===== src/pkg/mspf_pkg.sv =====
// Behaviour
// - Command 0x15 is the phase compensation packet, acknowledged with 0x45.
// - Phase compensation bytes 2-7: A low, A high, B low, B high, C low, C high.
// - Command 0x0E is the DC offset packet, acknowledged with 0x3E.
// - DC offset bytes 2-7: 16-bit offsets A, B, C, high byte first.
// - Positions without legal value are zero; bytes 8 and 9 of write packets.
// - Byte 1 is start marker 0xEE, byte 10 is the checksum.
// - Command 0x0F returns a voltage packet acknowledged with 0x3F.
// - Voltage packet bytes 2-7: voltages A, B, C high byte first; byte 9 unused.
// - Voltage byte 8: tamper bits, reversal A, B, C, then phase sequence error.
// - Voltages are unsigned counts of hundredths of a volt.
// - Command 0x10 returns a current packet acknowledged with 0x40.
// - Current packet bytes 2-7: currents A, B, C, high byte first.
// - Current packet bytes 8-9: line frequency word, high byte in byte 8.
// - Currents are unsigned counts of thousandths of an ampere.
// - Command 0x11 returns a power and energy packet acknowledged with 0x41.
// - Power packet bytes 2-5: total power, most significant byte first.
// - Power packet bytes 6-9: total energy, most significant byte first.
// - Power is an unsigned count of 0.00001 kW.
// - Energy is an unsigned count of 0.0001 kWh.
// - Checksum equals the sum of bytes 1 to 9, marker included.
// - Acknowledgement code is the received command plus 0x30.
// - Every packet is exactly ten bytes long.
`default_nettype none
package mspf_pkg;
  // ==========================================================
  // Packet framing
  localparam logic [3:0] PKT_LAST_IDX        = 4'h9;
  localparam logic [3:0] IDX_MARK            = 4'h0;
  localparam logic [3:0] IDX_LAST_DATA       = 4'h8;
  localparam logic [7:0] PACKET_START_MARKER = 8'hEE;
  localparam logic [7:0] ZERO_PAD_BYTE       = 8'h00;
  localparam logic [7:0] ACK_OFFSET          = 8'h30;
  localparam logic [7:0] CMD_PHASE_COMP      = 8'h15;
  localparam logic [7:0] ACK_PHASE_COMP      = 8'h45;
  localparam logic [7:0] CMD_DC_OFFSET       = 8'h0E;
  localparam logic [7:0] ACK_DC_OFFSET       = 8'h3E;
  localparam logic [7:0] CMD_VOLTS           = 8'h0F;
  localparam logic [7:0] ACK_VOLTS           = 8'h3F;
  localparam logic [7:0] CMD_AMPS            = 8'h10;
  localparam logic [7:0] ACK_AMPS            = 8'h40;
  localparam logic [7:0] CMD_POWER           = 8'h11;
  localparam logic [7:0] ACK_POWER           = 8'h41;
  // ==========================================================
  // Register map
  localparam logic [11:0] REG_CTRL   = 12'h000;
  localparam logic [11:0] REG_STATUS = 12'h004;
  localparam logic [11:0] REG_COMP0  = 12'h008;
  localparam logic [11:0] REG_COMP1  = 12'h00C;
  localparam logic [11:0] REG_OFFS0  = 12'h010;
  localparam logic [11:0] REG_OFFS1  = 12'h014;
  localparam logic [31:0] CTRL_RESET = 32'h0000_0001;
  localparam int CTRL_EN_BIT  = 0;
  localparam int ST_SUM_ERR   = 0;
  localparam int ST_MARK_ERR  = 1;
  localparam int ST_UNK_CMD   = 2;
  localparam int ST_OVERRUN   = 3;
  localparam int ST_CMD_LSB   = 8;
  // ==========================================================
  // Types
  typedef enum logic [1:0] {
    KIND_VOLTS = 2'b00,
    KIND_AMPS  = 2'b01,
    KIND_POWER = 2'b10,
    KIND_NONE  = 2'b11
  } mspf_kind_t;
  typedef enum logic {
    RX_CMD = 1'b0,
    RX_PKT = 1'b1
  } mspf_rx_state_t;
  typedef enum logic [1:0] {
    TX_IDLE = 2'b00,
    TX_ACK  = 2'b01,
    TX_PKT  = 2'b10
  } mspf_tx_state_t;
  // Tamper nibble: bit0 A reversal, bit1 B, bit2 C, bit3 sequence error
  typedef struct packed {
    logic [15:0] volts_a;
    logic [15:0] volts_b;
    logic [15:0] volts_c;
    logic [3:0]  tamper;
    logic [15:0] amps_a;
    logic [15:0] amps_b;
    logic [15:0] amps_c;
    logic [15:0] line_frequency_word;
    logic [31:0] total_power;
    logic [31:0] total_energy;
  } mspf_meas_t;
  typedef struct packed {
    logic [7:0] phase_comp_low_a;
    logic [7:0] phase_comp_high_a;
    logic [7:0] phase_comp_low_b;
    logic [7:0] phase_comp_high_b;
    logic [7:0] phase_comp_low_c;
    logic [7:0] phase_comp_high_c;
  } mspf_comp_t;
  typedef struct packed {
    logic [15:0] offset_a;
    logic [15:0] offset_b;
    logic [15:0] offset_c;
  } mspf_offs_t;
endpackage
`default_nettype wire


===== src/verilog/mspf_sum.sv =====
`default_nettype none
// ==========================================================
// Running byte sum, carry beyond eight bits dropped
module mspf_sum
  import mspf_pkg::*;
(
  input  wire logic       pclk,
  input  wire logic       presetn,
  input  wire logic       clr,
  input  wire logic       add,
  input  wire logic [7:0] data,
  output var  logic [7:0] sum_ff
);
  always_ff @(posedge pclk or negedge presetn) begin
    if (!presetn) begin
      sum_ff <= 8'h00;
    end else if (clr) begin
      sum_ff <= 8'h00;
    end else if (add) begin
      sum_ff <= sum_ff + data;
    end
  end
endmodule
`default_nettype wire


===== src/verilog/mspf_framer.sv =====
`default_nettype none
module mspf_framer
  import mspf_pkg::*;
(
  input  wire logic        pclk,
  input  wire logic        presetn,
  input  wire logic        psel,
  input  wire logic        penable,
  input  wire logic        pwrite,
  input  wire logic [11:0] paddr,
  input  wire logic [31:0] pwdata,
  output var  logic [31:0] prdata,
  output var  logic        pready,
  output var  logic        pslverr,
  input  wire logic        rx_valid,
  input  wire logic [7:0]  rx_byte,
  output var  logic        tx_valid,
  output var  logic [7:0]  tx_byte,
  input  wire logic        tx_ready,
  input  wire mspf_meas_t  meas,
  output var  mspf_comp_t  comp,
  output var  mspf_offs_t  offs
);
  // ==========================================================
  // Declarations
  logic [31:0]    ctrl_ff;
  logic [3:0]     flags_ff;
  logic [7:0]     last_cmd_ff;
  logic [31:0]    prdata_ff;
  logic           pready_ff;
  logic           pslverr_ff;
  mspf_rx_state_t rx_state_ff;
  logic [3:0]     rx_idx_ff;
  logic [7:0]     rx_cmd_ff;
  logic [7:0]     rx_buf_ff [1:8];
  logic [7:0]     rx_sum;
  mspf_tx_state_t tx_state_ff;
  logic [3:0]     tx_idx_ff;
  logic [7:0]     tx_cmd_ff;
  logic           tx_pkt_ff;
  mspf_kind_t     tx_kind_ff;
  logic           tx_valid_ff;
  logic [7:0]     tx_byte_ff;
  logic [7:0]     tx_sum;
  mspf_meas_t     snap_ff;
  mspf_comp_t     comp_ff;
  mspf_offs_t     offs_ff;
  logic           rx_take;
  logic           tx_hs;
  logic           cmd_is_write;
  mspf_kind_t     cmd_kind;
  logic           pkt_good;
  logic           req_valid;
  logic [7:0]     req_cmd;
  logic           req_pkt;
  mspf_kind_t     req_kind;
  logic           req_go;
  logic [3:0]     ev_flags;
  logic           apb_rd;
  logic           apb_wr;
  logic           mapped;
  logic [31:0]    rd_mux;

  assign prdata   = prdata_ff;
  assign pready   = pready_ff;
  assign pslverr  = pslverr_ff;
  assign tx_valid = tx_valid_ff;
  assign tx_byte  = tx_byte_ff;
  assign comp     = comp_ff;
  assign offs     = offs_ff;

  // ==========================================================
  // Payload byte of a readout packet, index 1 to 8
  function automatic logic [7:0] payload(mspf_kind_t k, logic [3:0] i, mspf_meas_t m);
    logic [63:0] w;
    int          j;
    w = 64'h0;
    j = 8 - int'(i);
    case (k)
      KIND_VOLTS: w = {m.volts_a, m.volts_b, m.volts_c,
                       4'h0, m.tamper, ZERO_PAD_BYTE};
      KIND_AMPS:  w = {m.amps_a, m.amps_b, m.amps_c,
                       m.line_frequency_word};
      KIND_POWER: w = {m.total_power, m.total_energy};
      default:    w = 64'h0;
    endcase
    if (j < 0 || j > 7) begin
      payload = ZERO_PAD_BYTE;
    end else begin
      payload = w[8*j +: 8];
    end
  endfunction

  // ==========================================================
  // Command decode
  always_comb begin
    cmd_is_write = (rx_byte == CMD_PHASE_COMP) || (rx_byte == CMD_DC_OFFSET);
    case (rx_byte)
      CMD_VOLTS: cmd_kind = KIND_VOLTS;
      CMD_AMPS:  cmd_kind = KIND_AMPS;
      CMD_POWER: cmd_kind = KIND_POWER;
      default:   cmd_kind = KIND_NONE;
    endcase
  end

  // Host drives every exchange; device only answers
  assign rx_take  = rx_valid && ctrl_ff[CTRL_EN_BIT];
  assign tx_hs    = tx_valid_ff && tx_ready;
  assign pkt_good = (rx_state_ff == RX_PKT) && rx_take && (rx_idx_ff == PKT_LAST_IDX) && (rx_byte == rx_sum);

  // ==========================================================
  // Answer requests: ack alone for writes, ack plus packet for reads
  always_comb begin
    req_valid = 1'b0;
    req_cmd   = rx_byte;
    req_pkt   = 1'b0;
    req_kind  = KIND_NONE;
    if (rx_state_ff == RX_CMD && rx_take && cmd_kind != KIND_NONE) begin
      req_valid = 1'b1;
      req_pkt   = 1'b1;
      req_kind  = cmd_kind;
    end else if (pkt_good) begin
      req_valid = 1'b1;
      req_cmd   = rx_cmd_ff;
    end
  end
  // A busy transmitter drops the answer; host retries on timeout
  assign req_go = req_valid && (tx_state_ff == TX_IDLE);

  always_comb begin
    ev_flags              = 4'h0;
    ev_flags[ST_SUM_ERR]  = (rx_state_ff == RX_PKT) && rx_take && (rx_idx_ff == PKT_LAST_IDX) && (rx_byte != rx_sum);
    ev_flags[ST_MARK_ERR] = (rx_state_ff == RX_PKT) && rx_take && (rx_idx_ff == IDX_MARK)
                            && (rx_byte != PACKET_START_MARKER);
    ev_flags[ST_UNK_CMD]  = (rx_state_ff == RX_CMD) && rx_take && !cmd_is_write && (cmd_kind == KIND_NONE);
    ev_flags[ST_OVERRUN]  = req_valid && (tx_state_ff != TX_IDLE);
  end

  // ==========================================================
  // Receive framing
  mspf_sum u_rx_sum (
    .pclk    (pclk),
    .presetn (presetn),
    .clr     (rx_state_ff == RX_CMD),
    .add     ((rx_state_ff == RX_PKT) && rx_take && (rx_idx_ff <= IDX_LAST_DATA)),
    .data    (rx_byte),
    .sum_ff  (rx_sum)
  );

  always_ff @(posedge pclk or negedge presetn) begin
    if (!presetn) begin
      rx_state_ff <= RX_CMD;
      rx_idx_ff   <= 4'h0;
      rx_cmd_ff   <= 8'h00;
    end else if (rx_take) begin
      case (rx_state_ff)
        RX_CMD: begin
          if (cmd_is_write) begin
            rx_state_ff <= RX_PKT;
            rx_cmd_ff   <= rx_byte;
            rx_idx_ff   <= 4'h0;
          end
        end
        RX_PKT: begin
          if (rx_idx_ff == IDX_MARK && rx_byte != PACKET_START_MARKER) begin
            rx_state_ff <= RX_CMD;
          end else if (rx_idx_ff == PKT_LAST_IDX) begin
            rx_state_ff <= RX_CMD;
          end else begin
            rx_idx_ff <= rx_idx_ff + 4'h1;
          end
        end
        default: rx_state_ff <= RX_CMD;
      endcase
    end
  end

  always_ff @(posedge pclk) begin
    if (rx_state_ff == RX_PKT && rx_take && rx_idx_ff >= 4'h1 && rx_idx_ff <= IDX_LAST_DATA) begin
      rx_buf_ff[rx_idx_ff] <= rx_byte;
    end
  end

  // Constants change only on a clean packet; pad bytes 8 and 9 are not used
  always_ff @(posedge pclk or negedge presetn) begin
    if (!presetn) begin
      comp_ff <= '0;
      offs_ff <= '0;
    end else if (pkt_good) begin
      if (rx_cmd_ff == CMD_PHASE_COMP) begin
        comp_ff <= {rx_buf_ff[1], rx_buf_ff[2], rx_buf_ff[3], rx_buf_ff[4], rx_buf_ff[5], rx_buf_ff[6]};
      end
      if (rx_cmd_ff == CMD_DC_OFFSET) begin
        offs_ff <= {rx_buf_ff[1], rx_buf_ff[2], rx_buf_ff[3], rx_buf_ff[4], rx_buf_ff[5], rx_buf_ff[6]};
      end
    end
  end

  // ==========================================================
  // Transmit framing
  mspf_sum u_tx_sum (
    .pclk    (pclk),
    .presetn (presetn),
    .clr     (tx_state_ff != TX_PKT),
    .add     ((tx_state_ff == TX_PKT) && tx_hs && (tx_idx_ff <= IDX_LAST_DATA)),
    .data    (tx_byte_ff),
    .sum_ff  (tx_sum)
  );

  always_ff @(posedge pclk or negedge presetn) begin
    if (!presetn) begin
      tx_state_ff <= TX_IDLE;
      tx_idx_ff   <= 4'h0;
      tx_cmd_ff   <= 8'h00;
      tx_pkt_ff   <= 1'b0;
      tx_kind_ff  <= KIND_NONE;
      tx_valid_ff <= 1'b0;
      tx_byte_ff  <= 8'h00;
    end else begin
      case (tx_state_ff)
        TX_IDLE: begin
          if (req_go) begin
            tx_state_ff <= TX_ACK;
            tx_cmd_ff   <= req_cmd;
            tx_pkt_ff   <= req_pkt;
            tx_kind_ff  <= req_kind;
            tx_valid_ff <= 1'b1;
            tx_byte_ff  <= req_cmd + ACK_OFFSET;
          end
        end
        TX_ACK: begin
          if (tx_hs) begin
            if (tx_pkt_ff) begin
              tx_state_ff <= TX_PKT;
              tx_idx_ff   <= IDX_MARK;
              tx_byte_ff  <= PACKET_START_MARKER;
            end else begin
              tx_state_ff <= TX_IDLE;
              tx_valid_ff <= 1'b0;
            end
          end
        end
        TX_PKT: begin
          if (tx_hs) begin
            if (tx_idx_ff == PKT_LAST_IDX) begin
              tx_state_ff <= TX_IDLE;
              tx_valid_ff <= 1'b0;
            end else if (tx_idx_ff == IDX_LAST_DATA) begin
              tx_idx_ff  <= PKT_LAST_IDX;
              tx_byte_ff <= tx_sum + tx_byte_ff;
            end else begin
              tx_idx_ff  <= tx_idx_ff + 4'h1;
              tx_byte_ff <= payload(tx_kind_ff, tx_idx_ff + 4'h1, snap_ff);
            end
          end
        end
        default: begin
          tx_state_ff <= TX_IDLE;
          tx_valid_ff <= 1'b0;
        end
      endcase
    end
  end

  // Snapshot keeps one packet self-consistent while the datapath moves on
  always_ff @(posedge pclk or negedge presetn) begin
    if (!presetn) begin
      snap_ff <= '0;
    end else if (req_go && req_pkt) begin
      snap_ff <= meas;
    end
  end

  // ==========================================================
  // APB slave, one wait state
  assign apb_rd = psel && penable && !pready_ff && !pwrite;
  assign apb_wr = psel && penable && pready_ff && pwrite;
  always_comb begin
    mapped = 1'b1;
    rd_mux = 32'h0;
    case (paddr)
      REG_CTRL:   rd_mux = ctrl_ff;
      REG_STATUS: rd_mux = {16'h0, last_cmd_ff, 4'h0, flags_ff};
      REG_COMP0:  rd_mux = {comp_ff.phase_comp_high_b, comp_ff.phase_comp_low_b,
                            comp_ff.phase_comp_high_a, comp_ff.phase_comp_low_a};
      REG_COMP1:  rd_mux = {16'h0, comp_ff.phase_comp_high_c, comp_ff.phase_comp_low_c};
      REG_OFFS0:  rd_mux = {offs_ff.offset_b, offs_ff.offset_a};
      REG_OFFS1:  rd_mux = {16'h0, offs_ff.offset_c};
      default:    mapped = 1'b0;
    endcase
  end

  always_ff @(posedge pclk or negedge presetn) begin
    if (!presetn) begin
      pready_ff  <= 1'b0;
      pslverr_ff <= 1'b0;
      prdata_ff  <= 32'h0;
    end else begin
      pready_ff  <= psel && penable && !pready_ff;
      pslverr_ff <= psel && penable && !pready_ff && !mapped;
      if (apb_rd) begin
        prdata_ff <= rd_mux;
      end
    end
  end

  always_ff @(posedge pclk or negedge presetn) begin
    if (!presetn) begin
      ctrl_ff <= CTRL_RESET;
    end else if (apb_wr && paddr == REG_CTRL) begin
      ctrl_ff <= {31'h0, pwdata[CTRL_EN_BIT]};
    end
  end

  // Write one clears; a new event in the same cycle wins
  always_ff @(posedge pclk or negedge presetn) begin
    if (!presetn) begin
      flags_ff    <= 4'h0;
      last_cmd_ff <= 8'h00;
    end else begin
      if (apb_wr && paddr == REG_STATUS) begin
        flags_ff <= (flags_ff & ~pwdata[3:0]) | ev_flags;
      end else begin
        flags_ff <= flags_ff | ev_flags;
      end
      if (rx_state_ff == RX_CMD && rx_take) begin
        last_cmd_ff <= rx_byte;
      end
    end
  end

  // ==========================================================
  // Checks
  chk_ack_code: assert property (@(posedge pclk) disable iff (!presetn)
    (tx_state_ff == TX_ACK) |-> tx_byte_ff == 8'(tx_cmd_ff + 8'h30))
    else $error("ack code is not command plus 0x30");
  chk_read_ack: assert property (@(posedge pclk) disable iff (!presetn)
    (req_go && rx_byte == CMD_VOLTS && rx_state_ff == RX_CMD) |=> tx_byte_ff == ACK_VOLTS && tx_valid_ff)
    else $error("voltage command not acknowledged with 0x3F");
  chk_pkt_marker: assert property (@(posedge pclk) disable iff (!presetn)
    (tx_state_ff == TX_ACK && tx_hs && tx_pkt_ff) |=> tx_state_ff == TX_PKT && tx_byte_ff == 8'hEE)
    else $error("packet does not open with start marker");
  chk_pkt_length: assert property (@(posedge pclk) disable iff (!presetn)
    (tx_state_ff == TX_PKT && tx_hs && tx_idx_ff == 4'h9) |=> tx_state_ff == TX_IDLE && !tx_valid_ff)
    else $error("packet did not end after ten bytes");
  chk_tx_sum: assert property (@(posedge pclk) disable iff (!presetn)
    (tx_state_ff == TX_PKT && tx_hs && tx_idx_ff == 4'h8) |=> tx_byte_ff == 8'($past(tx_sum) + $past(tx_byte_ff)))
    else $error("checksum byte wrong");
  chk_volt_pad: assert property (@(posedge pclk) disable iff (!presetn)
    (tx_state_ff == TX_PKT && tx_kind_ff == KIND_VOLTS && tx_idx_ff == 4'h8) |-> tx_byte_ff == 8'h00)
    else $error("unused voltage byte not zero");
  chk_tamper_bits: assert property (@(posedge pclk) disable iff (!presetn)
    (tx_state_ff == TX_PKT && tx_kind_ff == KIND_VOLTS && tx_idx_ff == 4'h7) |-> tx_byte_ff == {4'h0, snap_ff.tamper})
    else $error("tamper byte wrong");
  chk_freq_high: assert property (@(posedge pclk) disable iff (!presetn)
    (tx_state_ff == TX_PKT && tx_kind_ff == KIND_AMPS && tx_idx_ff == 4'h7)
    |-> tx_byte_ff == snap_ff.line_frequency_word[15:8])
    else $error("frequency high byte not in byte 8");
  chk_power_msb: assert property (@(posedge pclk) disable iff (!presetn)
    (tx_state_ff == TX_PKT && tx_kind_ff == KIND_POWER && tx_idx_ff == 4'h1) |-> tx_byte_ff == snap_ff.total_power[31:24])
    else $error("power not most significant byte first");
  chk_comp_store: assert property (@(posedge pclk) disable iff (!presetn)
    (pkt_good && rx_cmd_ff == CMD_PHASE_COMP && tx_state_ff == TX_IDLE)
    |=> comp_ff.phase_comp_low_a == $past(rx_buf_ff[1])
    && comp_ff.phase_comp_high_c == $past(rx_buf_ff[6]) && tx_byte_ff == ACK_PHASE_COMP)
    else $error("phase constants not stored or acknowledged");
  chk_offs_store: assert property (@(posedge pclk) disable iff (!presetn)
    (pkt_good && rx_cmd_ff == CMD_DC_OFFSET) |=> offs_ff.offset_a == {$past(rx_buf_ff[1]), $past(rx_buf_ff[2])})
    else $error("offset A not stored high byte first");
endmodule
`default_nettype wire


===== config.mk =====
export PLATFORM = sky130hd
export DESIGN_NAME = mspf_framer
export DESIGN_NICKNAME = d
export VERILOG_FILES = /design/src/pkg/mspf_pkg.sv /design/src/verilog/mspf_sum.sv /design/src/verilog/mspf_framer.sv
export SDC_FILE = /design/constraint.sdc
export NUM_CORES = 1
export LEC_CHECK = 0
export ABC_AREA = 1
export BUFFER_PORTS_ARGS = -buffer_cell sky130_fd_sc_hd__buf_4
export CAP_MARGIN = 30
export CORE_AREA = 2 2 163 245
export CTS_BUF_LIST = sky130_fd_sc_hd__clkbuf_8
export CTS_CLUSTER_SIZE = 12
export DETAILED_ROUTE_END_ITERATION = 10
export DIE_AREA = 0 0 165 247
export HOLD_SLACK_MARGIN = 0.05
export PLACE_DENSITY_LB_ADDON = 0.25
export SYNTH_ARGS = -nofsm -noshare
export SYNTH_HDL_FRONTEND = slang
export SYNTH_SLANG_ARGS = --single-unit

===== constraint.sdc =====
create_clock -name pclk -period 2.25 [get_ports pclk]
set_input_delay 0.1125 -clock pclk [delete_from_list [all_inputs] [get_ports pclk]]
set_output_delay 0.1125 -clock pclk [all_outputs]
set_load 0.1 [all_outputs]

======== Yosys cells after proc, flatten, opt, wreduce, memory -nomap -nowiden ========
Memories as Yosys holds them, arrays and structs flattened.
Index checks and enable logic that the tools add are counted.
storage, ports and cells
  register bits after elaboration ......... 370
  RAM bits ................................ 64
  output and inout bits ................... 139
  memories ................................ 1
memories
  name       depth  width  rd ports  clocked after Yosys merged registers in  wr ports  RTL line           source
  rx_buf_ff  8      8      6         0                                        1         mspf_framer.sv:35  logic [7:0] rx_buf_ff [1:8];
operators by class
  add/subtract/negate cells ............... 6
  order comparisons ....................... 5
  equal/unequal tests ..................... 36
  shift-type cells ........................ 1
  multiplexer cells ....................... 55
  bitwise logic cells ..................... 5
  reductions and logical operators ........ 53
operators with widths
  cell                                                                     count
  64-bit two-way mux                                                       4
  32-bit case mux with 6 select lines                                      1
  64-bit case mux with 3 select lines                                      1
  8-bit two-way mux                                                        13
  64-bit by 8-bit variable part select with 8-bit output                   1
  4-bit two-way mux                                                        9
  8-bit by 5-bit equality test with 1-bit output (second input constant)   4
  1-bit logical AND                                                        29
  12-bit by 4-bit equality test with 1-bit output (second input constant)  2
  12-bit by 5-bit equality test with 1-bit output (second input constant)  2
  8-bit by 4-bit equality test with 1-bit output (second input constant)   3
  8-bit case mux with 3 select lines                                       1
  2-bit inequality test (second input constant)                            11
  8-bit adder                                                              2
  4-bit case mux with 2 select lines                                       2
  1-bit two-way mux                                                        14
  12-bit by 3-bit equality test with 1-bit output (second input constant)  1
  4-bit equality test (second input constant)                              3
  12-bit logical NOT                                                       1
  2-bit two-way mux                                                        6
  2-bit case mux with 3 select lines                                       2
  5-bit AND reduction                                                      2
  4-bit by 1-bit adder with 4-bit output (second input constant)           2
  8-bit by 6-bit adder with 8-bit output (second input constant)           1
  28 further kinds                                                         44

======== Depth between registers and ports, before layout ========
  word-level depth ........................ 12
  gate-level depth with buffers ........... 16
  gate-level depth less buffers ........... 15

======== Cells and area by module ========
A second synthesis with hierarchy kept.
second synthesis, totals
  cells, all modules ...................... 2367
  area total of the unflattened synthesis .. 20528.4 sq um
by module, submodules not included
  module       times used  cells each  area each (sq um)  seq. area each (sq um)
  mspf_framer  1           2203        19247.2            10303.6
  mspf_sum     2           82          640.6              200.2

======== Worst setup path after synthesis ========
No wires, ideal clock.
  path kind ............................... reg2reg
  start point ............................. register ctrl_ff[0]
  end point ............................... memory rx_buf_ff[2][0], enable pin
  setup time .............................. 0.383 ns
  data arrival time ....................... 2.030 ns
  setup slack ............................. -0.164 ns
  stages on the path, launching flop included .. 9
  buffers on the path ..................... 0
  cell sequence ........................... dfstp_2 nand2_1 nor2_1 inv_1 nor2_1 inv_1 a31oi_1 inv_1 nor3_1
on the way
  longest elaborated chain between the ends .. 6
RTL lines
  element                                  RTL line            source
  from (decl)                              mspf_framer.sv:26   logic [31:0] ctrl_ff;
  from (signal assigned)                   mspf_framer.sv:311  ctrl_ff <= {31'h0, pwdata[CTRL_EN_BIT]};
  1-bit logical AND                        mspf_framer.sv:107  assign rx_take = rx_valid && ctrl_ff[CTRL_EN_BIT];
  1-bit logical AND (3 in series)          mspf_framer.sv:179  if (rx_state_ff == RX_PKT && rx_take && rx_idx_ff >= 4'h1 && rx_idx_ff <= IDX_LAST_DATA) begin
  1-bit two-way mux                        mspf_framer.sv:179
  1-bit two-way mux (implied by the code)  mspf_framer.sv:180  rx_buf_ff[rx_idx_ff] <= rx_byte;
  to (decl)                                mspf_framer.sv:35
Every way passes these cells.

======== Worst setup path in the final report ========
  start point ............................. register tx_kind_ff[0]
  end point ............................... register tx_byte_ff[2], in the netlist tx_byte[2]
on the way
  longest elaborated chain between the ends .. 12
  elaborated cells on any way between the ends .. 14
RTL lines
  element                                                     RTL line            source
  from (decl)                                                 mspf_framer.sv:41   mspf_kind_t tx_kind_ff;
  from (signal assigned)                                      mspf_framer.sv:226  tx_kind_ff <= req_kind;
  2-bit equality test (tied with other cells)                 mspf_framer.sv:79   case (k)
  64-bit case mux with 3 select lines (*)                     mspf_framer.sv:79
  64-bit two-way mux (*)                                      mspf_framer.sv:248  end else if (tx_idx_ff == IDX_LAST_DATA) begin
  64-bit two-way mux (*)                                      mspf_framer.sv:245  if (tx_idx_ff == PKT_LAST_IDX) begin
  64-bit two-way mux (*)                                      mspf_framer.sv:244  if (tx_hs) begin
  64-bit two-way mux (*)                                      mspf_framer.sv:220  case (tx_state_ff)
  64-bit by 8-bit variable part select with 8-bit output (*)  mspf_framer.sv:90   payload = w[8*j +: 8];
  8-bit two-way mux (*)                                       mspf_framer.sv:87   if (j < 0 || j > 7) begin
  8-bit two-way mux (*)                                       mspf_framer.sv:248
  8-bit two-way mux (*)                                       mspf_framer.sv:245
  8-bit two-way mux (*)                                       mspf_framer.sv:244
  8-bit case mux with 3 select lines (*)                      mspf_framer.sv:220
  to (signal assigned)                                        mspf_framer.sv:228  tx_byte_ff <= req_cmd + ACK_OFFSET;
  to (signal assigned)                                        mspf_framer.sv:250  tx_byte_ff <= tx_sum + tx_byte_ff;
  to (signal assigned)                                        mspf_framer.sv:253  tx_byte_ff <= payload(tx_kind_ff, tx_idx_ff + 4'h1, snap_ff);
  to (decl)                                                   mspf_framer.sv:43   logic [7:0] tx_byte_ff;
Mark *: on every way between the ends. The rest lies on a longest branch, timed or not. The select of a mux whose other input is x is not followed.
A chain may end at the register's enable or synchronous reset.

==> qor.yml <==
synthesis:
  synth-seq-cells: 418
  yosys_warnings: 0
  synth_cell_type_count: 49
  synth_seq_area_share_pct: 53.7
  synth.largest_area_cell: "dfrtp_1"
  synth_area_um2: 19900
  syn_inst: 2251
  netlist_top_cells_area: "dfrtp_1, nand2_1, edfxtp_1"
  netlist.area_leader.share_pct: 46.1
  yosys_most_used_dff: "dfrtp_1"
  synth_edf_count: 48
  syn_nets: 2519
  synth.avg_cell_area_um2: 8.85
  synthArstFlopShare_pct: 88.5
timing:
  timing.fmax_mhz: 458
  clock_skew_ns: 0.0361
  slew_headroom_pct: 55.2
  setup_slack_ns: 0.0646
  setup_tns_ns: 0
  whs_ns: 0.107
  fin_crit_sh_pct: 97.1
  setup_violations: 0
  worst_pin_slew_ns: 0.665
  drv_slew: 0
  rsz0062_at_grt: "true"
  layout_min_cycle_time_ns: 2.19
  hold_viol: 0
floorplan:
  num_io_pins: 378
  die_h_um: 247
  core_area_um2: 38900
  die_area_um2: 40800
  initial_utilization_pct: 51.2
  rows: 89
  die_w_um: 165
layout:
  seq_area_um2: 10700
  multi_input_area_um2: 7300
  drive_gt1_share_pct: 20.6
  finalNonFillerCells: 3442
  fillers: 2885
  fin_area_um2: 27200
  areaGrowthSynthToFinish_pct: 36.5
  finalNetCount: 3153
place:
  routabilityCongestion: 0.963
  hpwl_um: 44100
  place_area_um2: 23400
  place_inst: 3090
  portBuffers: 349
  dp_slack_ns: -0.0517
setup_path:
  start_kind: "flop"
  worstPathArrival_ns: 2.74
  worstPathRequired_ns: 2.81
  crit_type: "flop to flop"
  crit_start: "tx_kind_ff[0]$_DFFE_PN1P_"
  crit_path_end_kind: "flop"
  crit_fanout: 17
  regToRegStartpoint: "tx_kind_ff[0]$_DFFE_PN1P_"
power_and_ir_drop:
  p_int_w: 0.0132
  netSwitchingFraction_pct: 33.8
  p_clk_share_pct: 32.8
  power_density_nw_per_um2: 735
  combPwrFrac_pct: 27.0
  pwr-share-seq_pct: 40.2
  p_leak_nw: 15.4
  p_switching_w: 0.00677
  vdd_drop_max_mv: 0.547
clock_tree:
  clock-root-buffer: "clkbuf_8"
  insertion_delay_ns: 0.63
  clk_pin_slew_ns: 0.07
  clock_sinks: 418
  cts-htree-levels: 3
  cts_tree: "built"
  clockBufferDepth: 3
  numCtsBuffers: 66
routing:
  vias_per_cell: 5.31
  num_vias: 18287
  drtAntennaViolNets: 0
  drt-pass1-iter-count: 6
  totalWireLength_um: 66100
  drt_drc_violations_left: 0
  drtIter0Drc: 1462
  avgRoutedWirePerCell_um: 19.2
global_route:
  grt_usage_pct: 32.5
  grt_start_max_net_pins: 97
  antenna_found_initial: 6
  grt_pass1_wl_um: 101000
  first_global_vias: 18768
  overflow: 0
min_path:
  min_path_type: "input port to flop"
  hp-start: "paddr[5]"
status:
  outcome: "finished clean"
run:
  cap_viol_max_count: 0
[registers in the layout, summed over array words and instances (netlist names), 32 cells and up]
signal and flops:
comp 48, offs 48, prdata 32, rx_buf_ff 48, snap_ff 180
[metal layers]
layer	vias to the layer above	wire length, µm	track usage [%]
met5	-	13	0
met4	2	4540	22.2
met3	225	4080	5.75
met2	844	34600	58.5
met1	8729	22900	34.1
li1	8487	-	-
[through the flow]
step                power [W]  utilization, %
floorplan              0.0110               -
global placement       0.0130            60.2
detailed placement     0.0130            60.2
CTS                    0.0199            69.1
global route           0.0208            70.0
finish                 0.0200            70.0
[final timing paths]
kind                                                  to  slack, ns  cells after the start
worst max-delay path              tx_byte[2]$_DFFE_PN0P_       0.06                     13
worst min-delay path              prdata[15]$_DFFE_PN0P_       0.11                      6
worst max register to register    tx_byte[2]$_DFFE_PN0P_       0.06                     13
worst min register to register    prdata[23]$_DFFE_PN0P_       0.48                      2
min in group asynchronous          prdata[0]$_DFFE_PN0P_       0.53                      3
max in group asynchronous       tx_idx_ff[2]$_DFFE_PN0P_       0.97                      4
[layout make-up]
| cell class | instances | share of cell area (%) |
|---|---|---|
| repair buffers | 657 | 21.1 |
| clock inverters | 42 | 0.989 |
| diodes | 6 | 0.0552 |
| multi-input cells | 1351 | 26.9 |
| inverters | 391 | 5.42 |
| well taps | 500 | 2.30 |
| clock buffers | 77 | 3.90 |
| flip-flops and latches | 418 | 39.4 |
[cells in the final DEF, fill, tap and decap left out, types with 4 or more instances in the layout]
master and count:
a21oi_1 46, a22o_1 6, a31oi_1 4, buf_12 14, buf_4 427, buf_6 4, clkbuf_8 77, clkinv_1 4
clkinv_2 6, clkinvlp_4 4, dfrtp_1 363, dfrtp_2 4, diode_2 6, dlygate4sd3_1 205, edfxtp_1 48, ha_1 26
inv_1 403, inv_2 8, mux2i_1 140, nand2_1 559, nand2_2 11, nand3_1 124, nand4_1 49, nor2_1 70
nor2_2 5, nor2_4 8, nor3_1 8, nor3_2 6, o211ai_1 18, o21ai_0 189, o21ai_1 37, o22ai_1 5
or2_2 4, xnor2_1 4
[cells by family (layout without fill, tap and decap cells)]
| kind of cell | after synthesis | in the layout | synth area share (%) |
|---|---|---|---|
| and+or+nand+nor | 857 | 858 | 18.1 |
| buffers and inverters | 483 | 1167 | 10.3 |
| DFF | 418 | 418 | 53.7 |
| AOI/OAI and AO/OA | 317 | 317 | 8.59 |
| muxes | 141 | 141 | 7.09 |
| adders and majority gates | 29 | 29 | 1.90 |
| xor gates and xnor gates | 6 | 6 | 0.264 |
| other | 0 | 6 | 0 |
[Yosys cell counts (2+ instances only)]
master	instances
nand2_1	566
inv_1	381
dfrtp_1	367
o21ai_0	189
mux2i_1	140
nand3_1	127
nor2_1	76
nand4_1	49
edfxtp_1	48
a21oi_1	46
o21ai_1	37
clkbuf_1	31
buf_2	30
ha_1	27
buf_6	24
o211ai_1	18
nor3_1	12
inv_2	8
a22o_1	6
nand2_2	5
nor2_2	5
o22ai_1	5
a31oi_1	4
or2_2	4
xnor2_1	4
a32o_1	3
buf_1	3
buf_4	3
dfstp_2	3
nand3b_1	3
nor4_1	3
clkinv_1	2
fa_1	2
nor3_2	2
nor3b_1	2
o31ai_1	2
xor2_1	2
[worst max-delay path, cell delays in order, from the launching register on]
cell,delay [ns]
dfstp_2,0.55
buf_8,0.15
inv_4,0.08
nor2_4,0.26
clkbuf_16,0.25
nand2_1,0.07
nand4_1,0.15
o21ai_1,0.09
nand2_1,0.06
nand2_1,0.07
nand3b_1,0.17
nand2_1,0.07
nand3_1,0.06
nand2_1,0.06
[what timing repair did]
| action | CTS | global route |
|---|---|---|
| hold endpoints to repair | 626 | 0 |
| setup endpoints to repair | 7 | 150 |
| hold buffers | 206 | 0 |
| pin swaps | 2 | 11 |
| gates resized for setup | 2 | 38 |
| gates cloned | 2 | 2 |
| setup buffers | 2 | 15 |
[power groups by stage]
stage / logic [W] / clock network (W) / registers, W
floorplan: 0.00231 / 0 / 0.00867
CTS: 0.00518 / 0.00667 / 0.00804
global route: 0.00576 / 0.00700 / 0.00806
detailed placement: 0.00486 / 0 / 0.00818
global placement: 0.00482 / 0 / 0.00818
finish: 0.00539 / 0.00656 / 0.00804
Power figures use the tool's default switching activity.
